`src/pkg/flash_regs_consts.svh`:
```
/*
  Offsets, field positions, reset values and code tables for the flash
  timer and status register pair. Assumes inclusion by bare name.
*/
`ifndef FLASH_REGS_CONSTS_SVH
`define FLASH_REGS_CONSTS_SVH

`define ADDR_TIMER_CTRL 8'h03
`define ADDR_STATUS_CTRL 8'h04

`define TIMER_CTRL_RESET 8'hC1
`define STATUS_CTRL_RESET 8'h00

`define STIM_MSB 7
`define STIM_LSB 5
`define FAULT_BIT 4
`define RANGE_BIT 3
`define TRIG_BIT 2
`define STROBE_BIT 1
`define BLANK_BIT 0
`define PG_BIT 7
`define TEMP_MSB 6
`define TEMP_LSB 5
`define VALLEY_LIMIT_SEL_BIT 4
`define IND_MSB 3
`define IND_LSB 0

`define CLK_KHZ 25000
`define TICKS_PER_100US 2500
`define TIMER_W 16

`define TEMP_SHUTDOWN 2'h3

`endif

```
`src/pkg/flash_regs_pkg.sv`:
```
/*
  Types for the flash timer and status registers. No assumptions.
*/
package flash_regs_pkg;
  typedef enum logic [1:0] {
    MODE_SHUTDOWN = 2'b00,
    MODE_DC_LIGHT = 2'b01,
    MODE_FLASH = 2'b10,
    MODE_VOLTAGE = 2'b11
  } op_mode_t;

  typedef enum logic [1:0] {
    CUR_1250 = 2'b00,
    CUR_1750 = 2'b01,
    CUR_250 = 2'b10,
    CUR_500 = 2'b11
  } valley_limit_t;
endpackage

```
`src/hdl/sticky_flag.sv`:
```
/*
  One clear-on-read event flag. Assumes read_done_in is a one-cycle
  pulse marking a completed read of the register holding the flag.
*/
`timescale 1ns/1ps
module sticky_flag (
  // Clock and reset
  input wire logic mclk_in,
  input wire logic rst_n_in,
  // Event and clear
  input wire logic event_in,
  input wire logic read_done_in,
  // Flag
  output logic flag_out
);
  // Set wins over the read clear so no event is lost
  always_ff @(posedge mclk_in or negedge rst_n_in) begin
    if (!rst_n_in) begin
      flag_out <= 1'b0;
    end else if (event_in) begin
      flag_out <= 1'b1;
    end else if (read_done_in) begin
      flag_out <= 1'b0;
    end
  end
endmodule // sticky_flag

```
`src/hdl/safety_timer.sv`:
```
/*
  LED safety timer in 100 us ticks. Assumes start_in is a one-cycle
  pulse and abort_in ends a running strobe.
*/
`include "flash_regs_consts.svh"
`timescale 1ns/1ps
module safety_timer (
  // Clock and reset
  input wire logic mclk_in,
  input wire logic rst_n_in,
  // Control
  input wire logic start_in,
  input wire logic abort_in,
  input wire logic [2:0] safety_time_sel_in,
  input wire logic timer_range_sel_in,
  // Status
  output logic running_out,
  output logic expired_out
);
  logic [`TIMER_W-1:0] limit;
  logic [`TIMER_W-1:0] ticks_q;
  logic [11:0] pre_q;

  // Limits in 100 us units, rounded down
  always_comb begin
    limit = 16'h0000;
    unique case ({timer_range_sel_in, safety_time_sel_in})
      4'h0: limit = 16'h02AA;
      4'h1: limit = 16'h03FE;
      4'h2: limit = 16'h0553;
      4'h3: limit = 16'h06A8;
      4'h4: limit = 16'h07FD;
      4'h5: limit = 16'h0D50;
      4'h6: limit = 16'h16A1;
      4'h7: limit = 16'h2148;
      4'h8: limit = 16'h0035;
      4'h9: limit = 16'h006B;
      4'hA: limit = 16'h00A0;
      4'hB: limit = 16'h00D5;
      4'hC: limit = 16'h010A;
      4'hD: limit = 16'h0140;
      4'hE: limit = 16'h0175;
      4'hF: limit = 16'h081D;
    endcase
  end

  always_ff @(posedge mclk_in or negedge rst_n_in) begin
    if (!rst_n_in) begin
      running_out <= 1'b0;
      expired_out <= 1'b0;
      ticks_q <= 16'h0000;
      pre_q <= 12'h000;
    end else begin
      expired_out <= 1'b0;
      if (start_in) begin
        running_out <= 1'b1;
        ticks_q <= 16'h0000;
        pre_q <= 12'h000;
      end else if (abort_in) begin
        running_out <= 1'b0;
      end else if (running_out) begin
        if (pre_q == 12'(`TICKS_PER_100US - 1)) begin
          pre_q <= 12'h000;
          if (ticks_q + 16'h0001 >= limit) begin
            running_out <= 1'b0;
            expired_out <= 1'b1;
          end
          ticks_q <= ticks_q + 16'h0001;
        end else begin
          pre_q <= pre_q + 12'h001;
        end
      end
    end
  end
endmodule // safety_timer

```
`src/hdl/flash_timer_status_regs.sv`:
```
/*
  Two control and status registers of the flash driver: safety timer,
  strobe, blanking, power good routing, temperature, current limit and
  indicator. Assumes a serial front end that delivers one-cycle write
  and read-done strobes with an 8-bit address, and analog status pins
  already synchronous to mclk_in.
*/
`include "flash_regs_consts.svh"
`timescale 1ns/1ps
module flash_timer_status_regs (
  // Clock and reset
  input wire logic mclk_in,
  input wire logic rst_n_in,
  // Register access from the serial front end
  input wire logic [7:0] addr_in,
  input wire logic wr_en_in,
  input wire logic [7:0] wr_data_in,
  input wire logic rd_done_in,
  // Mode from the mode register
  input wire logic [1:0] op_mode_in,
  // Pins and analog status
  input wire logic strobe_pin_in,
  input wire logic blank_pin_in,
  input wire logic high_current_pin_in,
  input wire logic dc_light_pin_in,
  input wire logic gpio_value_in,
  input wire logic led_fault_in,
  input wire logic power_good_in,
  input wire logic [1:0] die_temp_in,
  // Read data
  output logic [7:0] rd_data_out,
  // Control outputs
  output logic flash_active_out,
  output logic dc_reduce_out,
  output logic gpio_pin_out,
  output logic [1:0] valley_limit_out,
  output logic [1:0] privacy_led_pin_out,
  output logic pwm_dim_en_out,
  output logic [2:0] pwm_dim_code_out,
  output logic [1:0] mode_out
);
  logic [2:0] safety_time_sel_q;
  logic timer_range_sel_q;
  logic timer_trigger_type_q;
  logic blank_en_q;
  logic power_good_route_q;
  logic valley_limit_sel_q;
  logic [3:0] indicator_level_q;
  logic left_shutdown_q;
  logic strobe_pin_q;
  logic timeout_flag_q;
  logic temp_trip_q;
  logic wr_timer;
  logic wr_status;
  logic rd_timer;
  logic rd_status;
  logic sw_start;
  logic pin_start;
  logic timer_start;
  logic timer_abort;
  logic running;
  logic expired;
  logic led_fault_flag;
  logic blank_flag;
  logic flash_mode;
  logic [7:0] rd_data_d;

  assign wr_timer = wr_en_in && (addr_in == `ADDR_TIMER_CTRL);
  assign wr_status = wr_en_in && (addr_in == `ADDR_STATUS_CTRL);
  assign rd_timer = rd_done_in && (addr_in == `ADDR_TIMER_CTRL);
  assign rd_status = rd_done_in && (addr_in == `ADDR_STATUS_CTRL);
  assign flash_mode =
    (op_mode_in == flash_regs_pkg::MODE_FLASH);

  // Writable fields of the timer register
  always_ff @(posedge mclk_in or negedge rst_n_in) begin
    if (!rst_n_in) begin
      safety_time_sel_q <= 3'h6;
      timer_range_sel_q <= 1'b0;
      timer_trigger_type_q <= 1'b0;
      blank_en_q <= 1'b1;
    end else if (wr_timer) begin
      safety_time_sel_q <= wr_data_in[`STIM_MSB:`STIM_LSB];
      timer_range_sel_q <= wr_data_in[`RANGE_BIT];
      timer_trigger_type_q <= wr_data_in[`TRIG_BIT];
      blank_en_q <= wr_data_in[`BLANK_BIT];
    end
  end

  // Writable fields of the status register
  always_ff @(posedge mclk_in or negedge rst_n_in) begin
    if (!rst_n_in) begin
      power_good_route_q <= 1'b0;
      indicator_level_q <= 4'h0;
    end else if (wr_status) begin
      power_good_route_q <= wr_data_in[`PG_BIT];
      indicator_level_q <= wr_data_in[`IND_MSB:`IND_LSB];
    end
  end

  // Limit select only lands while still in the initial shutdown
  always_ff @(posedge mclk_in or negedge rst_n_in) begin
    if (!rst_n_in) begin
      valley_limit_sel_q <= 1'b0;
      left_shutdown_q <= 1'b0;
    end else begin
      if (op_mode_in != flash_regs_pkg::MODE_SHUTDOWN) begin
        left_shutdown_q <= 1'b1;
      end
      if (wr_status && !left_shutdown_q) begin
        valley_limit_sel_q <= wr_data_in[`VALLEY_LIMIT_SEL_BIT];
      end
    end
  end

  // Strobe start: software bit, or pin edge/level in flash mode
  always_ff @(posedge mclk_in or negedge rst_n_in) begin
    if (!rst_n_in) begin
      strobe_pin_q <= 1'b0;
    end else begin
      strobe_pin_q <= strobe_pin_in;
    end
  end

  assign sw_start = wr_timer && wr_data_in[`STROBE_BIT];
  // Level mode restarts only when the pin rises from an idle LED
  assign pin_start = flash_mode && strobe_pin_in && (timer_trigger_type_q ?
    !strobe_pin_q : !running && !strobe_pin_q);
  assign timer_start = sw_start || pin_start;
  assign timer_abort = flash_mode && !timer_trigger_type_q &&
    !strobe_pin_in && !sw_start && strobe_pin_q;

  safety_timer u_timer (
    .mclk_in(mclk_in),
    .rst_n_in(rst_n_in),
    .start_in(timer_start),
    .abort_in(timer_abort),
    .safety_time_sel_in(safety_time_sel_q),
    .timer_range_sel_in(timer_range_sel_q),
    .running_out(running),
    .expired_out(expired)
  );

  // Timeout flag clears only on timer restart, not on read
  always_ff @(posedge mclk_in or negedge rst_n_in) begin
    if (!rst_n_in) begin
      timeout_flag_q <= 1'b0;
    end else if (expired) begin
      timeout_flag_q <= 1'b1;
    end else if (timer_start) begin
      timeout_flag_q <= 1'b0;
    end
  end

  sticky_flag u_fault (
    .mclk_in(mclk_in),
    .rst_n_in(rst_n_in),
    .event_in(led_fault_in),
    .read_done_in(rd_timer),
    .flag_out(led_fault_flag)
  );

  sticky_flag u_blank (
    .mclk_in(mclk_in),
    .rst_n_in(rst_n_in),
    .event_in(blank_pin_in),
    .read_done_in(rd_timer),
    .flag_out(blank_flag)
  );

  // Thermal shutdown code latches until a status read
  always_ff @(posedge mclk_in or negedge rst_n_in) begin
    if (!rst_n_in) begin
      temp_trip_q <= 1'b0;
    end else if (die_temp_in == `TEMP_SHUTDOWN) begin
      temp_trip_q <= 1'b1;
    end else if (rd_status) begin
      temp_trip_q <= 1'b0;
    end
  end

  // Read mux; registered so data lines stay glitch free
  always_comb begin
    rd_data_d = 8'h00;
    if (addr_in == `ADDR_TIMER_CTRL) begin
      rd_data_d[`STIM_MSB:`STIM_LSB] = safety_time_sel_q;
      rd_data_d[`FAULT_BIT] = led_fault_flag;
      rd_data_d[`RANGE_BIT] = timeout_flag_q;
      rd_data_d[`TRIG_BIT] = timer_trigger_type_q;
      rd_data_d[`STROBE_BIT] = running;
      rd_data_d[`BLANK_BIT] = blank_flag;
    end else if (addr_in == `ADDR_STATUS_CTRL) begin
      rd_data_d[`PG_BIT] = power_good_in;
      rd_data_d[`TEMP_MSB:`TEMP_LSB] =
        temp_trip_q ? `TEMP_SHUTDOWN : die_temp_in;
      rd_data_d[`VALLEY_LIMIT_SEL_BIT] = valley_limit_sel_q;
      rd_data_d[`IND_MSB:`IND_LSB] = indicator_level_q;
    end
  end

  always_ff @(posedge mclk_in or negedge rst_n_in) begin
    if (!rst_n_in) begin
      rd_data_out <= 8'h00;
    end else begin
      rd_data_out <= rd_data_d;
    end
  end

  // Control outputs, all registered
  always_ff @(posedge mclk_in or negedge rst_n_in) begin
    if (!rst_n_in) begin
      flash_active_out <= 1'b0;
      dc_reduce_out <= 1'b0;
      gpio_pin_out <= 1'b0;
      valley_limit_out <= flash_regs_pkg::CUR_1250;
      privacy_led_pin_out <= 2'h0;
      pwm_dim_en_out <= 1'b0;
      pwm_dim_code_out <= 3'h0;
      mode_out <= flash_regs_pkg::MODE_SHUTDOWN;
    end else begin
      flash_active_out <= running;
      dc_reduce_out <= blank_en_q && blank_pin_in;
      gpio_pin_out <= power_good_route_q ?
        gpio_value_in : power_good_in;
      // Mixed pin levels give the 1250 limit whatever the select bit
      if (high_current_pin_in && blank_pin_in) begin
        valley_limit_out <= valley_limit_sel_q ?
          flash_regs_pkg::CUR_500 : flash_regs_pkg::CUR_250;
      end else begin
        valley_limit_out <= (valley_limit_sel_q && !high_current_pin_in &&
          !blank_pin_in) ? flash_regs_pkg::CUR_1750 :
          flash_regs_pkg::CUR_1250;
      end
      // Codes 0xyy: 00 off, 01 2.6 mA, 10 5.2 mA, 11 7.9 mA (5.2 mA when x is 0)
      if (!indicator_level_q[3]) begin
        privacy_led_pin_out <= (indicator_level_q[1:0] == 2'h3 &&
          !indicator_level_q[2]) ? 2'h2 : indicator_level_q[1:0];
      end else begin
        privacy_led_pin_out <= 2'h0;
      end
      pwm_dim_en_out <= indicator_level_q[3] && !dc_light_pin_in &&
        (op_mode_in == flash_regs_pkg::MODE_DC_LIGHT);
      pwm_dim_code_out <= indicator_level_q[2:0];
      mode_out <= op_mode_in;
    end
  end
endmodule // flash_timer_status_regs

```
`config.mk`:
```
export PLATFORM = sky130hd
export DESIGN_NAME = flash_timer_status_regs
export DESIGN_NICKNAME = d
export VERILOG_FILES = /design/src/pkg/flash_regs_pkg.sv /design/src/hdl/sticky_flag.sv /design/src/hdl/safety_timer.sv /design/src/hdl/flash_timer_status_regs.sv
export VERILOG_INCLUDE_DIRS = /design/src /design/src/pkg
export SDC_FILE = /design/constraint.sdc
export NUM_CORES = 1
export LEC_CHECK = 0
export ABC_AREA = 1
export ABC_CLOCK_PERIOD_IN_PS = 3000
export BUFFER_PORTS_ARGS = -buffer_cell sky130_fd_sc_hd__clkbuf_2
export CAP_MARGIN = 20
export CELL_PAD_IN_SITES_DETAIL_PLACEMENT = 0
export CELL_PAD_IN_SITES_GLOBAL_PLACEMENT = 1
export CORE_MARGIN = 2
export CORE_UTILIZATION = 43
export DETAILED_ROUTE_END_ITERATION = 12
export PLACE_DENSITY_LB_ADDON = 0.12
export SETUP_SLACK_MARGIN = 0.3
export SYNTH_ARGS = -nofsm -noshare
export SYNTH_HDL_FRONTEND = slang
export SYNTH_SLANG_ARGS = --single-unit
```
`constraint.sdc`:
```
create_clock -name mclk_in -period 3 [get_ports mclk_in]
set_clock_uncertainty 0.05 [all_clocks]
set_input_delay 0.45 -clock mclk_in [delete_from_list [all_inputs] [get_ports mclk_in]]
set_output_delay 0.45 -clock mclk_in [all_outputs]
set_load 0.02 [all_outputs]
```
==> results by group <==
Power and ir drop
  • Lkg Pwr: 2.40 nW
  • Net Sw Frac: 32.7%
  • Total power: 2.22 mW
  • Clock power share: 31.0%
  • Share of total power in combinational logic: 20.1%
  • Net switching power: 0.726 mW
  • P_int: 1.50 mW
  • PwrDens: 501 nW/um2
  • Peak VDD IR: 0.311 mV
  • Seq pwr share: 48.8%

Clock network
  • CTS tree: yes
  • CTS Buf Count: 9
  • Clk root buf: clkbuf_8
  • Hold buffer count at CTS: 0
  • Clk slew on worst S/H paths: 80 ps
  • Clk buf depth: 2
  • Clock Latency Late Sink: 350 ps
  • H-tree depth: 3
  • # clock sinks: 69

Global route
  • Maximum number of pins on one net before global-route repair: 70
  • First-pass GRT wire length: 14.9 mm
  • Vias in the first global route: 3153
  • Initial antenna violation count: 0
  • Gr usage total: 18.9%
  • Remaining Overflow, GRT: 0

Timing
  • Final setup TNS: 0 ps
  • Setup-failing EPs final: 0
  • Final Hold Fails: 0
  • Max frequency: 412 MHz
  • Slew headroom: 41.1%
  • Final setup margin: 571 ps
  • RSZ-0062 raised after global routing: false
  • Fin crit period: 2430 ps
  • Hold Slack: 194 ps
  • Fin crit share: 81.0%
  • Worst slew pin tran: 884 ps
  • Max-slew violation count: 0

Synthesis
  • FF+latch count, synth: 69
  • Unique masters post-synth: 33
  • Synth Net Count: 545
  • Avg Inst Size Synth: 7.89 um2
  • Warnings, synthesis: 0
  • Syn Std Cell Area: 3880 um2
  • Sequential fraction of the synthesis area: 44.6%
  • Mapped Cells: 491

Detailed routing
  • DR WL met3: 335 um
  • Top Layer Used: met4
  • Post-Route WL: 8.58 mm
  • Vias per inst: 4.89
  • DR iter-0 viols: 84
  • WL met1: 4.27 mm
  • WL met2: 3.84 mm
  • DR DRC count: 0
  • First-pass DRT Iterations: 4
  • Post-route ant nets: 0
  • Vias post-DR: 3238
  • DR WL/cell: 13.0 um

Place
  • Dpl ws: 419 ps
  • Inst Count DP: 644
  • Post-DP HPWL: 6.26 mm
  • Placed Instance Area: 4230 um2
  • RePlAce Congestion: 0.802
  • Number of buffers added on ports: 51

Worst setup path
  • Worst R2R Setup Slack: 570 ps
  • Reg2Reg Capture Point: u_timer.expired_out$_DFF_PN0_
  • Kind of start point of the critical path: register
  • CP max stage cell: dfstp_2
  • Worst Path Max Fanout: 5
  • Buffers and inverters on the worst path: 2
  • Critical Path AT: 2620 ps
  • Critical Path RT: 3190 ps
  • Most prevalent standard cell on the critical path: nand2_1
  • CP max stage delay: 560 ps
  • CP cell instances: buf_4 > ha_1 > inv_1 > nor2_1 > nor2_1 > o21ai_0 > ha_1 > a21oi_1 > nand2_1 > nand2_1 > nand2_1 > nand2_1 > nand2_1 > nand3_1 > nand2_1 > nand2_1 > nor2_1
  • Crit Reg-Reg Startpoint: safety_time_sel_q[1]$_DFFE_PN1P_
  • Worst r2r path cells: 17
  • Kind of critical path: register to register
  • CP endpoint kind: register
  • Crit path max-delay family: simple AND/OR/NAND/NOR gates

Final layout
  • Finished Layout Cells: 662
  • FF/Latch Area: 1730 um2
  • Antenna Cells: 0
  • Most frequent cells in the layout: 140 x nand2_1, 64 x dfrtp_1, 60 x inv_1
  • Layout area overhead: 14.5%
  • Final core utilization: 50.9%
  • Most common cell after layout, fill and taps aside: nand2_1
  • Fillers: 870
  • NumNets Final: 603
  • Layout cells sized above 1: 17.1%
  • Final instance area: 4440 um2
  • Area of the multi-input gates: 1870 um2

Status
  • Status: finished, final reports clean

Floorplanning
  • Die width: 98.9 um
  • # IOs: 52
  • # rows: 34
  • Core Area: 8720 um2
  • Starting density of the core: 44.4%
  • Die area: 9790 um2
  • Die height: 98.9 um

Flow run
  • Max_cap viols: 0

Min path
  • Worst Hold Path EP: strobe_pin_q$_DFF_PN0_
  • Hold Crit Start: strobe_pin_in
  • WHS Path Cells: 1
  • Hold crit path type: primary input to register
sequential cells by signal, summed over array words and instances, names as in the netlist, 2 cells and up:
register / count
safety_time_sel_q: 3
u_timer.ticks_q: 16
valley_limit_out: 2
pwm_dim_code_out: 3
rd_data_out: 8
indicator_level_q: 4
privacy_led_pin_out: 2
mode_out: 2
u_timer.pre_q: 12
layout make-up:
class,instances,share of cell area (%)
tap,108,3.04
clock inverter,5,0.817
multi-input combinational,350,42.1
timing repair buffer,54,6.26
inverter,65,5.55
clock buffer,11,3.18
sequential,69,39.0
cells in the mapped netlist:
| cell type | number | share of area [%] |
|---|---|---|
| a21oi_1 | 14 | 1.8 |
| a31o_2 | 1 | 0.23 |
| a31oi_1 | 1 | 0.16 |
| buf_2 | 1 | 0.13 |
| buf_4 | 1 | 0.19 |
| buf_6 | 2 | 0.58 |
| clkbuf_1 | 3 | 0.29 |
| clkinv_1 | 1 | 0.097 |
| dfrtp_1 | 66 | 43 |
| dfstp_2 | 3 | 2.0 |
| ha_1 | 23 | 7.4 |
| inv_1 | 62 | 6.0 |
| inv_2 | 1 | 0.097 |
| inv_4 | 1 | 0.16 |
| mux2_2 | 1 | 0.29 |
| nand2_1 | 141 | 14 |
| nand2_2 | 3 | 0.48 |
| nand2_4 | 4 | 1.2 |
| nand2_8 | 1 | 0.52 |
| nand3_1 | 34 | 4.4 |
| nand4_1 | 6 | 0.97 |
| nor2_1 | 46 | 4.5 |
| nor2_2 | 2 | 0.32 |
| nor2_4 | 1 | 0.29 |
| nor3_1 | 8 | 1.0 |
| nor4_1 | 7 | 1.1 |
| nor4_4 | 1 | 0.55 |
| o211ai_1 | 1 | 0.19 |
| o21ai_0 | 34 | 4.4 |
| o21bai_1 | 2 | 0.39 |
| o22ai_1 | 5 | 0.81 |
| xnor2_1 | 3 | 0.68 |
| xor2_1 | 11 | 2.5 |
cell families after synthesis:
| logic type | Yosys count | synth area share [%] |
|---|---|---|
| simple gates | 254 | 29.0 |
| buf+inv | 72 | 7.55 |
| flops | 69 | 44.6 |
| compound gates | 58 | 7.97 |
| fa+ha+maj | 23 | 7.42 |
| xor+xnor | 14 | 3.16 |
| mux | 1 | 0.290 |
power groups by stage:
stage	registers [mW]	clock network, mW	logic, mW
2_1_floorplan	1.10	0	0.313
3_3_place_gp	1.11	0	0.435
3_5_place_dp	1.11	0	0.441
4_1_cts	1.09	0.708	0.444
5_1_grt	1.10	0.753	0.531
6_report	1.09	0.690	0.447
worst register-to-register path: stages, from the launching register on:
cell and delay [ps]:
dfstp_2 560, buf_4 140, ha_1 130, inv_1 60, nor2_1 120, nor2_1 70
o21ai_0 220, ha_1 290, a21oi_1 150, nand2_1 60, nand2_1 50, nand2_1 50
nand2_1 50, nand2_1 60, nand3_1 90, nand2_1 70, nand2_1 60, nor2_1 40
per-layer routing:
metal,vias up,GRT usage (%)
met1,1478,27.3
met5,-,0
met4,0,5.69
met3,11,4.75
met2,56,28.2
li1,1693,-
how the worst max path moves through the flow:
stage          slack (ps)                        startpoint                            end  cells past startpoint
4_1_cts               410    u_timer.ticks_q[3]$_DFFE_PN0P_  u_timer.expired_out$_DFF_PN0_                     16
6_report              570  safety_time_sel_q[1]$_DFFE_PN1P_  u_timer.expired_out$_DFF_PN0_                     17
3_5_place_dp          420    u_timer.ticks_q[3]$_DFFE_PN0P_  u_timer.expired_out$_DFF_PN0_                     16
5_1_grt               300  safety_time_sel_q[1]$_DFFE_PN1P_  u_timer.expired_out$_DFF_PN0_                     19
2_1_floorplan         700    u_timer.ticks_q[3]$_DFFE_PN0P_  u_timer.expired_out$_DFF_PN0_                     16
3_3_place_gp          480    u_timer.ticks_q[3]$_DFFE_PN0P_  u_timer.expired_out$_DFF_PN0_                     16
repair_timing:
action,CTS,global route
endpoints found under the hold margin,0,0
buffers inserted,0,2
endpoints found under the setup margin,0,2
gates resized for setup,0,8
(Power assumes the default switching activity.)
